`config.mk`:
```
export PLATFORM = sky130hd
export DESIGN_NAME = aux_cal_regs
export DESIGN_NICKNAME = d
export VERILOG_FILES = /design/src/rtl/aux_cal_pkg.sv /design/src/rtl/aux_cal_regs.sv
export SDC_FILE = /design/constraint.sdc
export NUM_CORES = 1
export LEC_CHECK = 0
export BUFFER_PORTS_ARGS = -buffer_cell sky130_fd_sc_hd__buf_2
export CAP_MARGIN = 10
export CORE_ASPECT_RATIO = 1.25
export CORE_UTILIZATION = 55
export DETAILED_ROUTE_END_ITERATION = 8
export PLACE_DENSITY_LB_ADDON = 0.12
export SLEW_MARGIN = 15
export SYNTH_ARGS = -nofsm -noshare
export SYNTH_HDL_FRONTEND = slang
export SYNTH_SLANG_ARGS = --single-unit
```
`constraint.sdc`:
```
create_clock -name clk -period 6.2 [get_ports clk]
set_input_delay 0.31 -clock clk [delete_from_list [all_inputs] [get_ports clk]]
set_output_delay 0.31 -clock clk [all_outputs]
set_load 0.1 [all_outputs]
```
`src/rtl/aux_cal_pkg.sv`:
```
/*
  Constants for the auxiliary level and calibration register bank.
  Assumes an 8-bit register map reached over a 32-bit Avalon-MM slave.
*/
package aux_cal_pkg;
  // ----------------------------------------------------------------
  // Register indices and byte addresses (register index times four)
  // ----------------------------------------------------------------
  localparam logic [7:0] IDX_AUX_I_LEVEL_LOW   = 8'h0B;
  localparam logic [7:0] IDX_AUX_I_CONTROL     = 8'h0C;
  localparam logic [7:0] IDX_REFERENCE_TRIM    = 8'h0D;
  localparam logic [7:0] IDX_CAL_CONTROL       = 8'h0E;
  localparam logic [7:0] IDX_CAL_STATUS        = 8'h0F;
  localparam logic [7:0] IDX_COEF_ADDR         = 8'h10;
  localparam logic [7:0] IDX_COEF_DATA         = 8'h11;
  localparam logic [7:0] IDX_CAL_ACTION        = 8'h12;
  localparam int         ADDR_W                = 10;
  localparam logic [ADDR_W-1:0] OFS_AUX_I_LEVEL_LOW = {IDX_AUX_I_LEVEL_LOW, 2'b00};
  localparam logic [ADDR_W-1:0] OFS_AUX_I_CONTROL   = {IDX_AUX_I_CONTROL, 2'b00};
  localparam logic [ADDR_W-1:0] OFS_REFERENCE_TRIM  = {IDX_REFERENCE_TRIM, 2'b00};
  localparam logic [ADDR_W-1:0] OFS_CAL_CONTROL     = {IDX_CAL_CONTROL, 2'b00};
  localparam logic [ADDR_W-1:0] OFS_CAL_STATUS      = {IDX_CAL_STATUS, 2'b00};
  localparam logic [ADDR_W-1:0] OFS_COEF_ADDR       = {IDX_COEF_ADDR, 2'b00};
  localparam logic [ADDR_W-1:0] OFS_COEF_DATA       = {IDX_COEF_DATA, 2'b00};
  localparam logic [ADDR_W-1:0] OFS_CAL_ACTION      = {IDX_CAL_ACTION, 2'b00};

  // ----------------------------------------------------------------
  // Field positions
  // ----------------------------------------------------------------
  localparam int AUX_EN_BIT      = 7;
  localparam int AUX_SPAN_LSB    = 5;
  localparam int AUX_TOP_LSB     = 2;
  localparam int PRELOAD_Q_BIT   = 7;
  localparam int PRELOAD_I_BIT   = 6;
  localparam int SEL_Q_BIT       = 5;
  localparam int SEL_I_BIT       = 4;
  localparam int CAL_CLK_EN_BIT  = 3;
  localparam int DONE_Q_BIT      = 7;
  localparam int DONE_I_BIT      = 6;
  localparam int MEM_Q_LSB       = 2;
  localparam int MEM_I_LSB       = 0;
  localparam int ACT_DONE_CLR_Q  = 7;
  localparam int ACT_DONE_CLR_I  = 6;
  localparam int ACT_LAUNCH      = 4;
  localparam int ACT_STORE_WR    = 3;
  localparam int ACT_STORE_RD    = 2;
  localparam int ACT_CLEAR_Q     = 1;
  localparam int ACT_CLEAR_I     = 0;

  // ----------------------------------------------------------------
  // Reset values and codes
  // ----------------------------------------------------------------
  localparam logic [7:0] RST_REG8        = 8'h00;
  localparam logic [1:0] MEM_UNCAL       = 2'h0;
  localparam logic [1:0] MEM_SELF        = 2'h1;
  localparam logic [1:0] MEM_USER        = 2'h2;
  localparam logic [5:0] PRELOAD_FIXED   = 6'h20;
  localparam logic [5:0] USER_PRELOAD_AD = 6'h01;
  localparam int         CAL_STEPS       = 8;
  localparam int         DIV_W           = 8;

  typedef enum logic [2:0] {
    CAL_IDLE = 3'b001,
    CAL_RUN  = 3'b010,
    CAL_DONE = 3'b100
  } cal_state_t;
endpackage : aux_cal_pkg

```
`src/rtl/aux_cal_regs.sv`:
```
/*
  Auxiliary level, reference trim and self-calibration register bank.
  Assumes an Avalon-MM master on clk (40 MHz converter clock) and
  that the analog side consumes the decoded level and trim outputs.
*/
// Function
// - Level low byte register, reset zero
// - Ten-bit level code, zero at reset
// - Control bits 1:0 give level MSBs
// - Control bit 7 enables aux output
// - Bits 6:5 select output span
// - Bits 4:2 select top of range
// - Six-bit two's complement reference trim
// - Quad preload: fixed 32 or user
// - Inphase preload: fixed 32 or user
// - Bits 5:4 select channels for calibration
// - Bit 3 gates the calibration clock
// - Bits 2:0 set calibration clock divide
// - Status bits 7:6 report completion
// - Status bits 3:0 show memory state
// - Coefficient store address register
// - Coefficient store data register
// - Launch bit starts selected calibration
// - Store write and read strobes
// - Clear bits reset channel coefficients
`timescale 1ns/10ps
`default_nettype none
module aux_cal_regs
  import aux_cal_pkg::*;
#(
  parameter int STORE_DEPTH = 64,
  parameter int CAL_TICKS   = CAL_STEPS
) (
  // Clock and reset
  input  wire logic                           clk,
  input  wire logic                           resetn,
  // Avalon-MM slave
  input  wire logic [aux_cal_pkg::ADDR_W-1:0] address,
  input  wire logic                           read,
  input  wire logic                           write,
  input  wire logic [3:0]                     byteenable,
  input  wire logic [31:0]                    writedata,
  output logic      [31:0]                    readdata,
  output logic                                waitrequest,
  output logic      [1:0]                     response,
  // Auxiliary output controls
  output logic      [9:0]                     inphase_aux_level,
  output logic                                inphase_aux_output_enable,
  output logic      [1:0]                     inphase_aux_span_select,
  output logic      [2:0]                     inphase_aux_top_select,
  output logic      [5:0]                     reference_trim_code,
  // Calibration clock enable and active coefficients
  output logic                                cal_tick,
  output logic      [5:0]                     quad_coef,
  output logic      [5:0]                     inphase_coef
);
  import aux_cal_pkg::*;

  // ----------------------------------------------------------------
  // Bus handshake
  // ----------------------------------------------------------------
  // One wait cycle: request is taken on the second edge.
  logic       ack_q;
  logic       req;
  logic       wr_go;
  logic       rd_go;
  logic [7:0] wbyte;
  logic       hit;

  assign req         = read | write;
  assign waitrequest = req & ~ack_q;
  assign wr_go       = write & ack_q;
  assign rd_go       = read & ack_q;
  assign wbyte       = byteenable[0] ? writedata[7:0] : RST_REG8;

  always_ff @(posedge clk or negedge resetn) begin
    if (!resetn) begin
      ack_q <= 1'b0;
    end else begin
      ack_q <= req & ~ack_q;
    end
  end

  // ----------------------------------------------------------------
  // Software registers
  // ----------------------------------------------------------------
  logic [7:0] level_low_q;
  logic [7:0] aux_ctl_q;
  logic [5:0] trim_q;
  logic [7:0] cal_ctl_q;
  logic [5:0] coef_addr_q;
  logic [5:0] coef_data_q;
  logic [7:0] act;
  logic [5:0] store_q [STORE_DEPTH];

  assign act = (wr_go && address == OFS_CAL_ACTION) ? wbyte : RST_REG8;

  always_ff @(posedge clk or negedge resetn) begin
    if (!resetn) begin
      level_low_q <= RST_REG8;
      aux_ctl_q   <= RST_REG8;
      trim_q      <= 6'h00;
      cal_ctl_q   <= RST_REG8;
      coef_addr_q <= 6'h00;
    end else if (wr_go && byteenable[0]) begin
      if (address == OFS_AUX_I_LEVEL_LOW) begin
        level_low_q <= wbyte;
      end else if (address == OFS_AUX_I_CONTROL) begin
        aux_ctl_q <= {wbyte[7:2], wbyte[1:0]};
      end else if (address == OFS_REFERENCE_TRIM) begin
        trim_q <= wbyte[5:0];
      end else if (address == OFS_CAL_CONTROL) begin
        cal_ctl_q <= wbyte;
      end else if (address == OFS_COEF_ADDR) begin
        coef_addr_q <= wbyte[5:0];
      end
    end
  end

  // Store read overrides a same-cycle data write: the strobe is newer.
  always_ff @(posedge clk or negedge resetn) begin
    if (!resetn) begin
      coef_data_q <= 6'h00;
    end else if (act[ACT_STORE_RD]) begin
      coef_data_q <= store_q[coef_addr_q];
    end else if (wr_go && byteenable[0] && address == OFS_COEF_DATA) begin
      coef_data_q <= wbyte[5:0];
    end
  end

  // Store holds only data, no reset, so it can map to RAM.
  always_ff @(posedge clk) begin
    if (act[ACT_STORE_WR]) begin
      store_q[coef_addr_q] <= coef_data_q;
    end
  end

  // ----------------------------------------------------------------
  // Auxiliary output decode
  // ----------------------------------------------------------------
  assign inphase_aux_level         = {aux_ctl_q[1:0], level_low_q};
  assign inphase_aux_output_enable = aux_ctl_q[AUX_EN_BIT];
  assign inphase_aux_span_select   = aux_ctl_q[AUX_SPAN_LSB +: 2];
  assign inphase_aux_top_select    = aux_ctl_q[AUX_TOP_LSB +: 3];
  assign reference_trim_code       = trim_q;

  // ----------------------------------------------------------------
  // Calibration clock divider
  // ----------------------------------------------------------------
  // Divide ratio is 256 >> code; tick is a one-cycle enable.
  logic [DIV_W-1:0] div_cnt_q;
  logic [DIV_W-1:0] div_last;
  logic             cal_clk_on;

  assign cal_clk_on = cal_ctl_q[CAL_CLK_EN_BIT];
  assign div_last   = DIV_W'((9'h100 >> cal_ctl_q[2:0]) - 9'h001);
  assign cal_tick   = cal_clk_on && (div_cnt_q >= div_last);

  always_ff @(posedge clk or negedge resetn) begin
    if (!resetn) begin
      div_cnt_q <= '0;
    end else if (!cal_clk_on || cal_tick) begin
      div_cnt_q <= '0;
    end else begin
      div_cnt_q <= div_cnt_q + DIV_W'(1);
    end
  end

  // ----------------------------------------------------------------
  // Self-calibration sequencer
  // ----------------------------------------------------------------
  // Calibration runs a fixed number of ticks; the analog search is
  // outside this block, so coefficients hold the preload value.
  cal_state_t state_q;
  logic [7:0] tick_cnt_q;
  logic       run_q_q;
  logic       run_i_q;
  logic       finish;

  assign finish = (state_q == CAL_RUN) && cal_tick && (tick_cnt_q == 8'(CAL_TICKS - 1));

  always_ff @(posedge clk or negedge resetn) begin
    if (!resetn) begin
      state_q    <= CAL_IDLE;
      tick_cnt_q <= 8'h00;
      run_q_q    <= 1'b0;
      run_i_q    <= 1'b0;
    end else begin
      case (state_q)
        CAL_IDLE: begin
          if (act[ACT_LAUNCH] && (cal_ctl_q[SEL_Q_BIT] || cal_ctl_q[SEL_I_BIT])) begin
            state_q    <= CAL_RUN;
            tick_cnt_q <= 8'h00;
            run_q_q    <= cal_ctl_q[SEL_Q_BIT];
            run_i_q    <= cal_ctl_q[SEL_I_BIT];
          end
        end
        CAL_RUN: begin
          if (finish) begin
            state_q <= CAL_DONE;
          end else if (cal_tick) begin
            tick_cnt_q <= tick_cnt_q + 8'h01;
          end
        end
        CAL_DONE: begin
          state_q <= CAL_IDLE;
          run_q_q <= 1'b0;
          run_i_q <= 1'b0;
        end
        default: begin
          state_q <= CAL_IDLE;
        end
      endcase
    end
  end

  // ----------------------------------------------------------------
  // Status and coefficients per channel
  // ----------------------------------------------------------------
  logic [1:0] done_q;
  logic [1:0] mem_q [2];
  logic [5:0] coef_q [2];
  logic [1:0] run_ch;
  logic [1:0] pre_sel;
  logic [1:0] clr_ch;
  logic [1:0] done_clr;

  assign run_ch   = {run_q_q, run_i_q};
  assign pre_sel  = {cal_ctl_q[PRELOAD_Q_BIT], cal_ctl_q[PRELOAD_I_BIT]};
  assign clr_ch   = {act[ACT_CLEAR_Q], act[ACT_CLEAR_I]};
  assign done_clr = {act[ACT_DONE_CLR_Q], act[ACT_DONE_CLR_I]};

  for (genvar c = 0; c < 2; c++) begin : g_chan
    // Done flag: a finish in the clearing cycle wins.
    always_ff @(posedge clk or negedge resetn) begin
      if (!resetn) begin
        done_q[c] <= 1'b0;
      end else if (finish && run_ch[c]) begin
        done_q[c] <= 1'b1;
      end else if (done_clr[c] || (act[ACT_LAUNCH] && run_ch[c] == 1'b0 && state_q == CAL_IDLE
                   && (c == 1 ? cal_ctl_q[SEL_Q_BIT] : cal_ctl_q[SEL_I_BIT]))) begin
        done_q[c] <= 1'b0;
      end
    end

    always_ff @(posedge clk or negedge resetn) begin
      if (!resetn) begin
        mem_q[c]  <= MEM_UNCAL;
        coef_q[c] <= PRELOAD_FIXED;
      end else if (finish && run_ch[c]) begin
        mem_q[c]  <= MEM_SELF;
        coef_q[c] <= pre_sel[c] ? store_q[USER_PRELOAD_AD] : PRELOAD_FIXED;
      end else if (clr_ch[c]) begin
        mem_q[c]  <= MEM_UNCAL;
        coef_q[c] <= PRELOAD_FIXED;
      end
    end
  end

  assign quad_coef    = coef_q[1];
  assign inphase_coef = coef_q[0];

  // ----------------------------------------------------------------
  // Read mux
  // ----------------------------------------------------------------
  logic [7:0] rsel;
  always_comb begin
    hit  = 1'b1;
    rsel = RST_REG8;
    if (address == OFS_AUX_I_LEVEL_LOW) begin
      rsel = level_low_q;
    end else if (address == OFS_AUX_I_CONTROL) begin
      rsel = aux_ctl_q;
    end else if (address == OFS_REFERENCE_TRIM) begin
      rsel = {2'b00, trim_q};
    end else if (address == OFS_CAL_CONTROL) begin
      rsel = cal_ctl_q;
    end else if (address == OFS_CAL_STATUS) begin
      rsel = {done_q[1], done_q[0], 2'b00, mem_q[1], mem_q[0]};
    end else if (address == OFS_COEF_ADDR) begin
      rsel = {2'b00, coef_addr_q};
    end else if (address == OFS_COEF_DATA) begin
      rsel = {2'b00, coef_data_q};
    end else if (address == OFS_CAL_ACTION) begin
      rsel = RST_REG8;
    end else begin
      hit = 1'b0;
    end
  end

  // Read data registered in the wait cycle, valid at the taking edge.
  always_ff @(posedge clk or negedge resetn) begin
    if (!resetn) begin
      readdata <= 32'h0000_0000;
      response <= 2'b00;
    end else if (req && !ack_q) begin
      readdata <= read ? {24'h00_0000, rsel} : 32'h0000_0000;
      response <= hit ? 2'b00 : 2'b11;
    end
  end
endmodule : aux_cal_regs
`default_nettype wire

```
==> results.txt <==
* Run status: complete, no violations
* Skew-Pair Late Insertion Delay: 560 ps
- Of the total synthesized cell area, the portion taken by AND, OR, NAND and NOR gates is 8.44%.
- The clock net in this run drives a total of 473 sinks.
* Leading cell type in the layout, fill and taps excluded: sky130_fd_sc_hd__edfxtp_1
* Core box area: 35500 um^2
- Seq cells post-synth: 473
* Top FF cell, synth: sky130_fd_sc_hd__edfxtp_1
- Mapped Avg Cell Area: 15.3 um^2
- Sequential fraction of the synthesis area: 69.3%
- Overall track demand over capacity in global routing: 27.2%
* Crit-path cells: buf_4, nor4_1, nand2_1, nor2_1
- Endpoint arrival time on the critical path: 3750 ps
- The count of buffers added on input and output ports is 68.
* Worst reg2reg setup slack: 2640 ps
- Measured along the y axis, the die boundary spans 214 um.
- Routability-driven placement finished with a final weighted congestion of 0.877.
* Top fanout value on the critical path: 34
- Before antenna repair, the detailed router went through 6 iterations.
* DR vias: 11727
- For this block, the initial DRC count from the detailed router was 1511.
- STA classifies the critical path endpoint as a register.
- Buffers inserted during clock tree synthesis total 46.
- Entering global routing, the biggest net connects 77 pins.
- H-tree depth: 2
* Data required, critical path: 6390 ps
- Slowest stage delay, CP: 760 ps
- Maximum buffer depth of the clock tree: 3
- The completed layout was analyzed and its total power is 6.18 mW.
- Multi-input gate area: 5630 um^2
* Most frequent cells in the layout: 384 x sky130_fd_sc_hd__edfxtp_1, 110 x sky130_fd_sc_hd__nor2_1, 97 x sky130_fd_sc_hd__nand2_1
- Compound-Gate Fraction of Synth Area: 8.15%
- CP startpoint kind: register
- Worst hold path class: in2reg
* Post-DR wirelength/cell: 26.0 um
- In this run the tightest slew margin relative to its limit is 27.8%.
- Number of cells produced by synthesis: 1299
- The first global-routing pass estimated 73.6 mm of wire.
- Main combinational cell family by area after synthesis: multiplexers
- The tree is rooted in a sky130_fd_sc_hd__clkbuf_16.
- Clock tree from TritonCTS: yes
- The number of setup buffers added after CTS is 0.
- Once layout is complete, the cells apart from fillers number 1874.
- Row generation in the floorplan step produced 77 rows.
* Transition at the pin with the smallest max-transition slack: 1080 ps
- FF/Latch Area: 13800 um^2
- 0 antenna diodes ended up in the layout.
* Worst clock skew: 11.9 ps
* Instance count after placement with tap cells included: 1789
- Detailed Place HPWL: 31.0 mm
- Post-detailed-route count of antenna-violating nets: 0
* Width of the die: 172 um
* YS warnings: 0
* Initial antenna violation count: 0
- After Yosys synthesis, full adders, half adders and majority gates account for 0.567% of the synthesized area.
* Number of endpoints with negative hold slack in the final report: 0
- Drt total wl: 48.7 mm
* Leak: 8.57 nW
* Full die area: 36900 um^2
- Maximum operating frequency: 281 MHz
- After synthesis, the share of flip-flops with an asynchronous set or reset is 18.8%.
* Synthesized area: 19900 um^2
* Worst-path cell with the longest stage delay: sky130_fd_sc_hd__nor4_1
- Number of nets in the final layout: 1424
- I/O pin cnt: 120
- Clock slew seen by the registers of the worst setup and hold paths: 60 ps
* # setup viols final: 0
* Overflow left after global routing: 0
- In this run, distinct cell masters in the synthesized netlist total 80.
- Time the worst path needs with I/O delays and setup: 3560 ps
- Number of inserted filler cells in the final layout: 2744
* Initial cell density of the core: 56.0%
- Signed area change from the synthesized netlist to the final layout: 10.4%
- Fraction of final layout cells with drive strength greater than 1: 20.8%
* Average via count per standard cell: 6.26
* RSZ-0062 raised after global routing: no
- Fin Setup TNS: 0 ps
- After synthesis, the share of cell area in mux cells is 10.5%.
- The kind of cell with the highest combined delay along the critical path is simple AND/OR/NAND/NOR gates.
- Period utilization: 57.5%
- Count of pins over their slew limit: 0
- # Max-Cap Violations: 0
* Areal power density over the cells: 282 nW/um^2
* Count of flip-flops with a built-in enable after synthesis: 384
* Drc violations: 0
- The number of buffers and inverters on the critical path is 1.
- The worst setup path is of the reg2reg kind.
- The via count of the first global-routing pass was 11902.
* Max rail drop VDD: 220 uV
* Synthesized-area fraction occupied by xor and xnor cells: 0.265%
[worst register-to-register path, cell delays in order, from the launching register on]
cell and delay (ps):
sky130_fd_sc_hd__dfrtp_4 700, sky130_fd_sc_hd__buf_4 400, sky130_fd_sc_hd__nor4_1 770, sky130_fd_sc_hd__nand2_1 640, sky130_fd_sc_hd__nor2_1 690
[state kept, by name (all words and copies together) (netlist names), 3 cells and up]
name / count
inphase_coef: 6
store_q: 384
div_cnt_q: 8
readdata: 8
level_low_q: 8
cal_ctl_q: 8
coef_addr_q: 6
tick_cnt_q: 8
reference_trim_code: 6
aux_ctl_q: 8
coef_data_q: 6
quad_coef: 6
state_q: 3
[metrics by stage]
step / cell area, um^2 / hold WS [ps] / worst slack [ps] / utilization [%]
floorplan: 19900 / 14.4 / 2700 / -
global placement: 20500 / 168 / 2730 / 57.9
detailed placement: 20500 / 172 / 2680 / 57.9
CTS: 21900 / 7.21 / 2690 / 61.8
global route: 21900 / 27.9 / 2390 / 61.8
finish: 21900 / 18.3 / 2640 / 61.8
[layer usage]
metal | up-vias | GRT usage (%) | share of wire, %
li1 | 5162 | - | -
met1 | 5957 | 35.9 | 40
met2 | 488 | 45.4 | 50
met3 | 120 | 4.10 | 6.2
met4 | 0 | 10.6 | 3.8
met5 | - | 0 | 0
[cell usage after synthesis (5+ instances only)]
master,number,area (um^2)
sky130_fd_sc_hd__nand3_1,32,160
sky130_fd_sc_hd__o21ai_1,11,55.1
sky130_fd_sc_hd__mux2_2,56,631
sky130_fd_sc_hd__mux2i_1,37,370
sky130_fd_sc_hd__a221o_1,6,60.1
sky130_fd_sc_hd__buf_6,5,56.3
sky130_fd_sc_hd__a211oi_1,8,60.1
sky130_fd_sc_hd__o22a_1,5,43.8
sky130_fd_sc_hd__a31oi_1,6,37.5
sky130_fd_sc_hd__nand2b_1,8,50.1
sky130_fd_sc_hd__mux4_2,48,1080
sky130_fd_sc_hd__o21ai_0,45,225
sky130_fd_sc_hd__clkbuf_1,33,124
sky130_fd_sc_hd__dfrtp_1,86,2150
sky130_fd_sc_hd__nor3b_1,7,52.6
sky130_fd_sc_hd__a21oi_1,30,150
sky130_fd_sc_hd__a221oi_1,35,307
sky130_fd_sc_hd__and2_1,9,56.3
sky130_fd_sc_hd__o22ai_1,14,87.6
sky130_fd_sc_hd__nand4_1,7,43.8
sky130_fd_sc_hd__o221ai_1,6,52.6
sky130_fd_sc_hd__and3_1,8,50.1
sky130_fd_sc_hd__or2_2,7,43.8
sky130_fd_sc_hd__buf_4,29,218
sky130_fd_sc_hd__inv_1,6,22.5
sky130_fd_sc_hd__nor2_1,110,413
sky130_fd_sc_hd__nand2_1,97,364
sky130_fd_sc_hd__nor2b_1,13,81.3
sky130_fd_sc_hd__a22oi_1,26,195
sky130_fd_sc_hd__buf_2,22,110
sky130_fd_sc_hd__edfxtp_1,384,11500
sky130_fd_sc_hd__ha_1,9,113
[final timing paths]
kind | from | endpoint | cells past startpoint
max reg2reg | coef_addr_q[0]$_DFFE_PN0P_ | store_q[10][4]$_DFFE_PP_ | 4
max | coef_addr_q[0]$_DFFE_PN0P_ | store_q[10][4]$_DFFE_PP_ | 4
min in group asynchronous | resetn | tick_cnt_q[0]$_DFFE_PN0P_ | 2
max in group asynchronous | resetn | coef_addr_q[0]$_DFFE_PN0P_ | 3
min reg2reg | readdata[6]$_DFFE_PN0P_ | readdata[6]$_DFFE_PN0P_ | 2
min | writedata[7] | level_low_q[7]$_DFFE_PN0P_ | 2
[power breakdown]
part / leakage [nW] / internal, mW / total (mW) / switching [mW]
sequential: 5.41 / 3.40 / 3.41 / 0.00708
clock: 0.682 / 1.45 / 2.59 / 1.14
combinational: 2.48 / 0.0261 / 0.177 / 0.151
[layout make-up]
class,instances,area share [%]
clock buffers,62,5.86
clock inverters,21,0.440
inverters,8,0.137
multi-input cells,748,25.7
flip-flops and latches,473,62.9
well taps,474,2.71
repair buffers,88,2.27
[timing repair]
item	CTS	global route
gates resized for setup	0	0
hold buffers	2	0
hold endpoints to repair	14	0
[kinds of logic after synthesis]
group,Yosys count
flip-flops,473
AO/OA/AOI/OAI,232
buffers and inverters,101
AND/OR/NAND/NOR,336
multiplexers,141
adder cells (fa/ha/maj),9
XOR/XNOR,6
other,1
(Power assumes the default switching activity.)
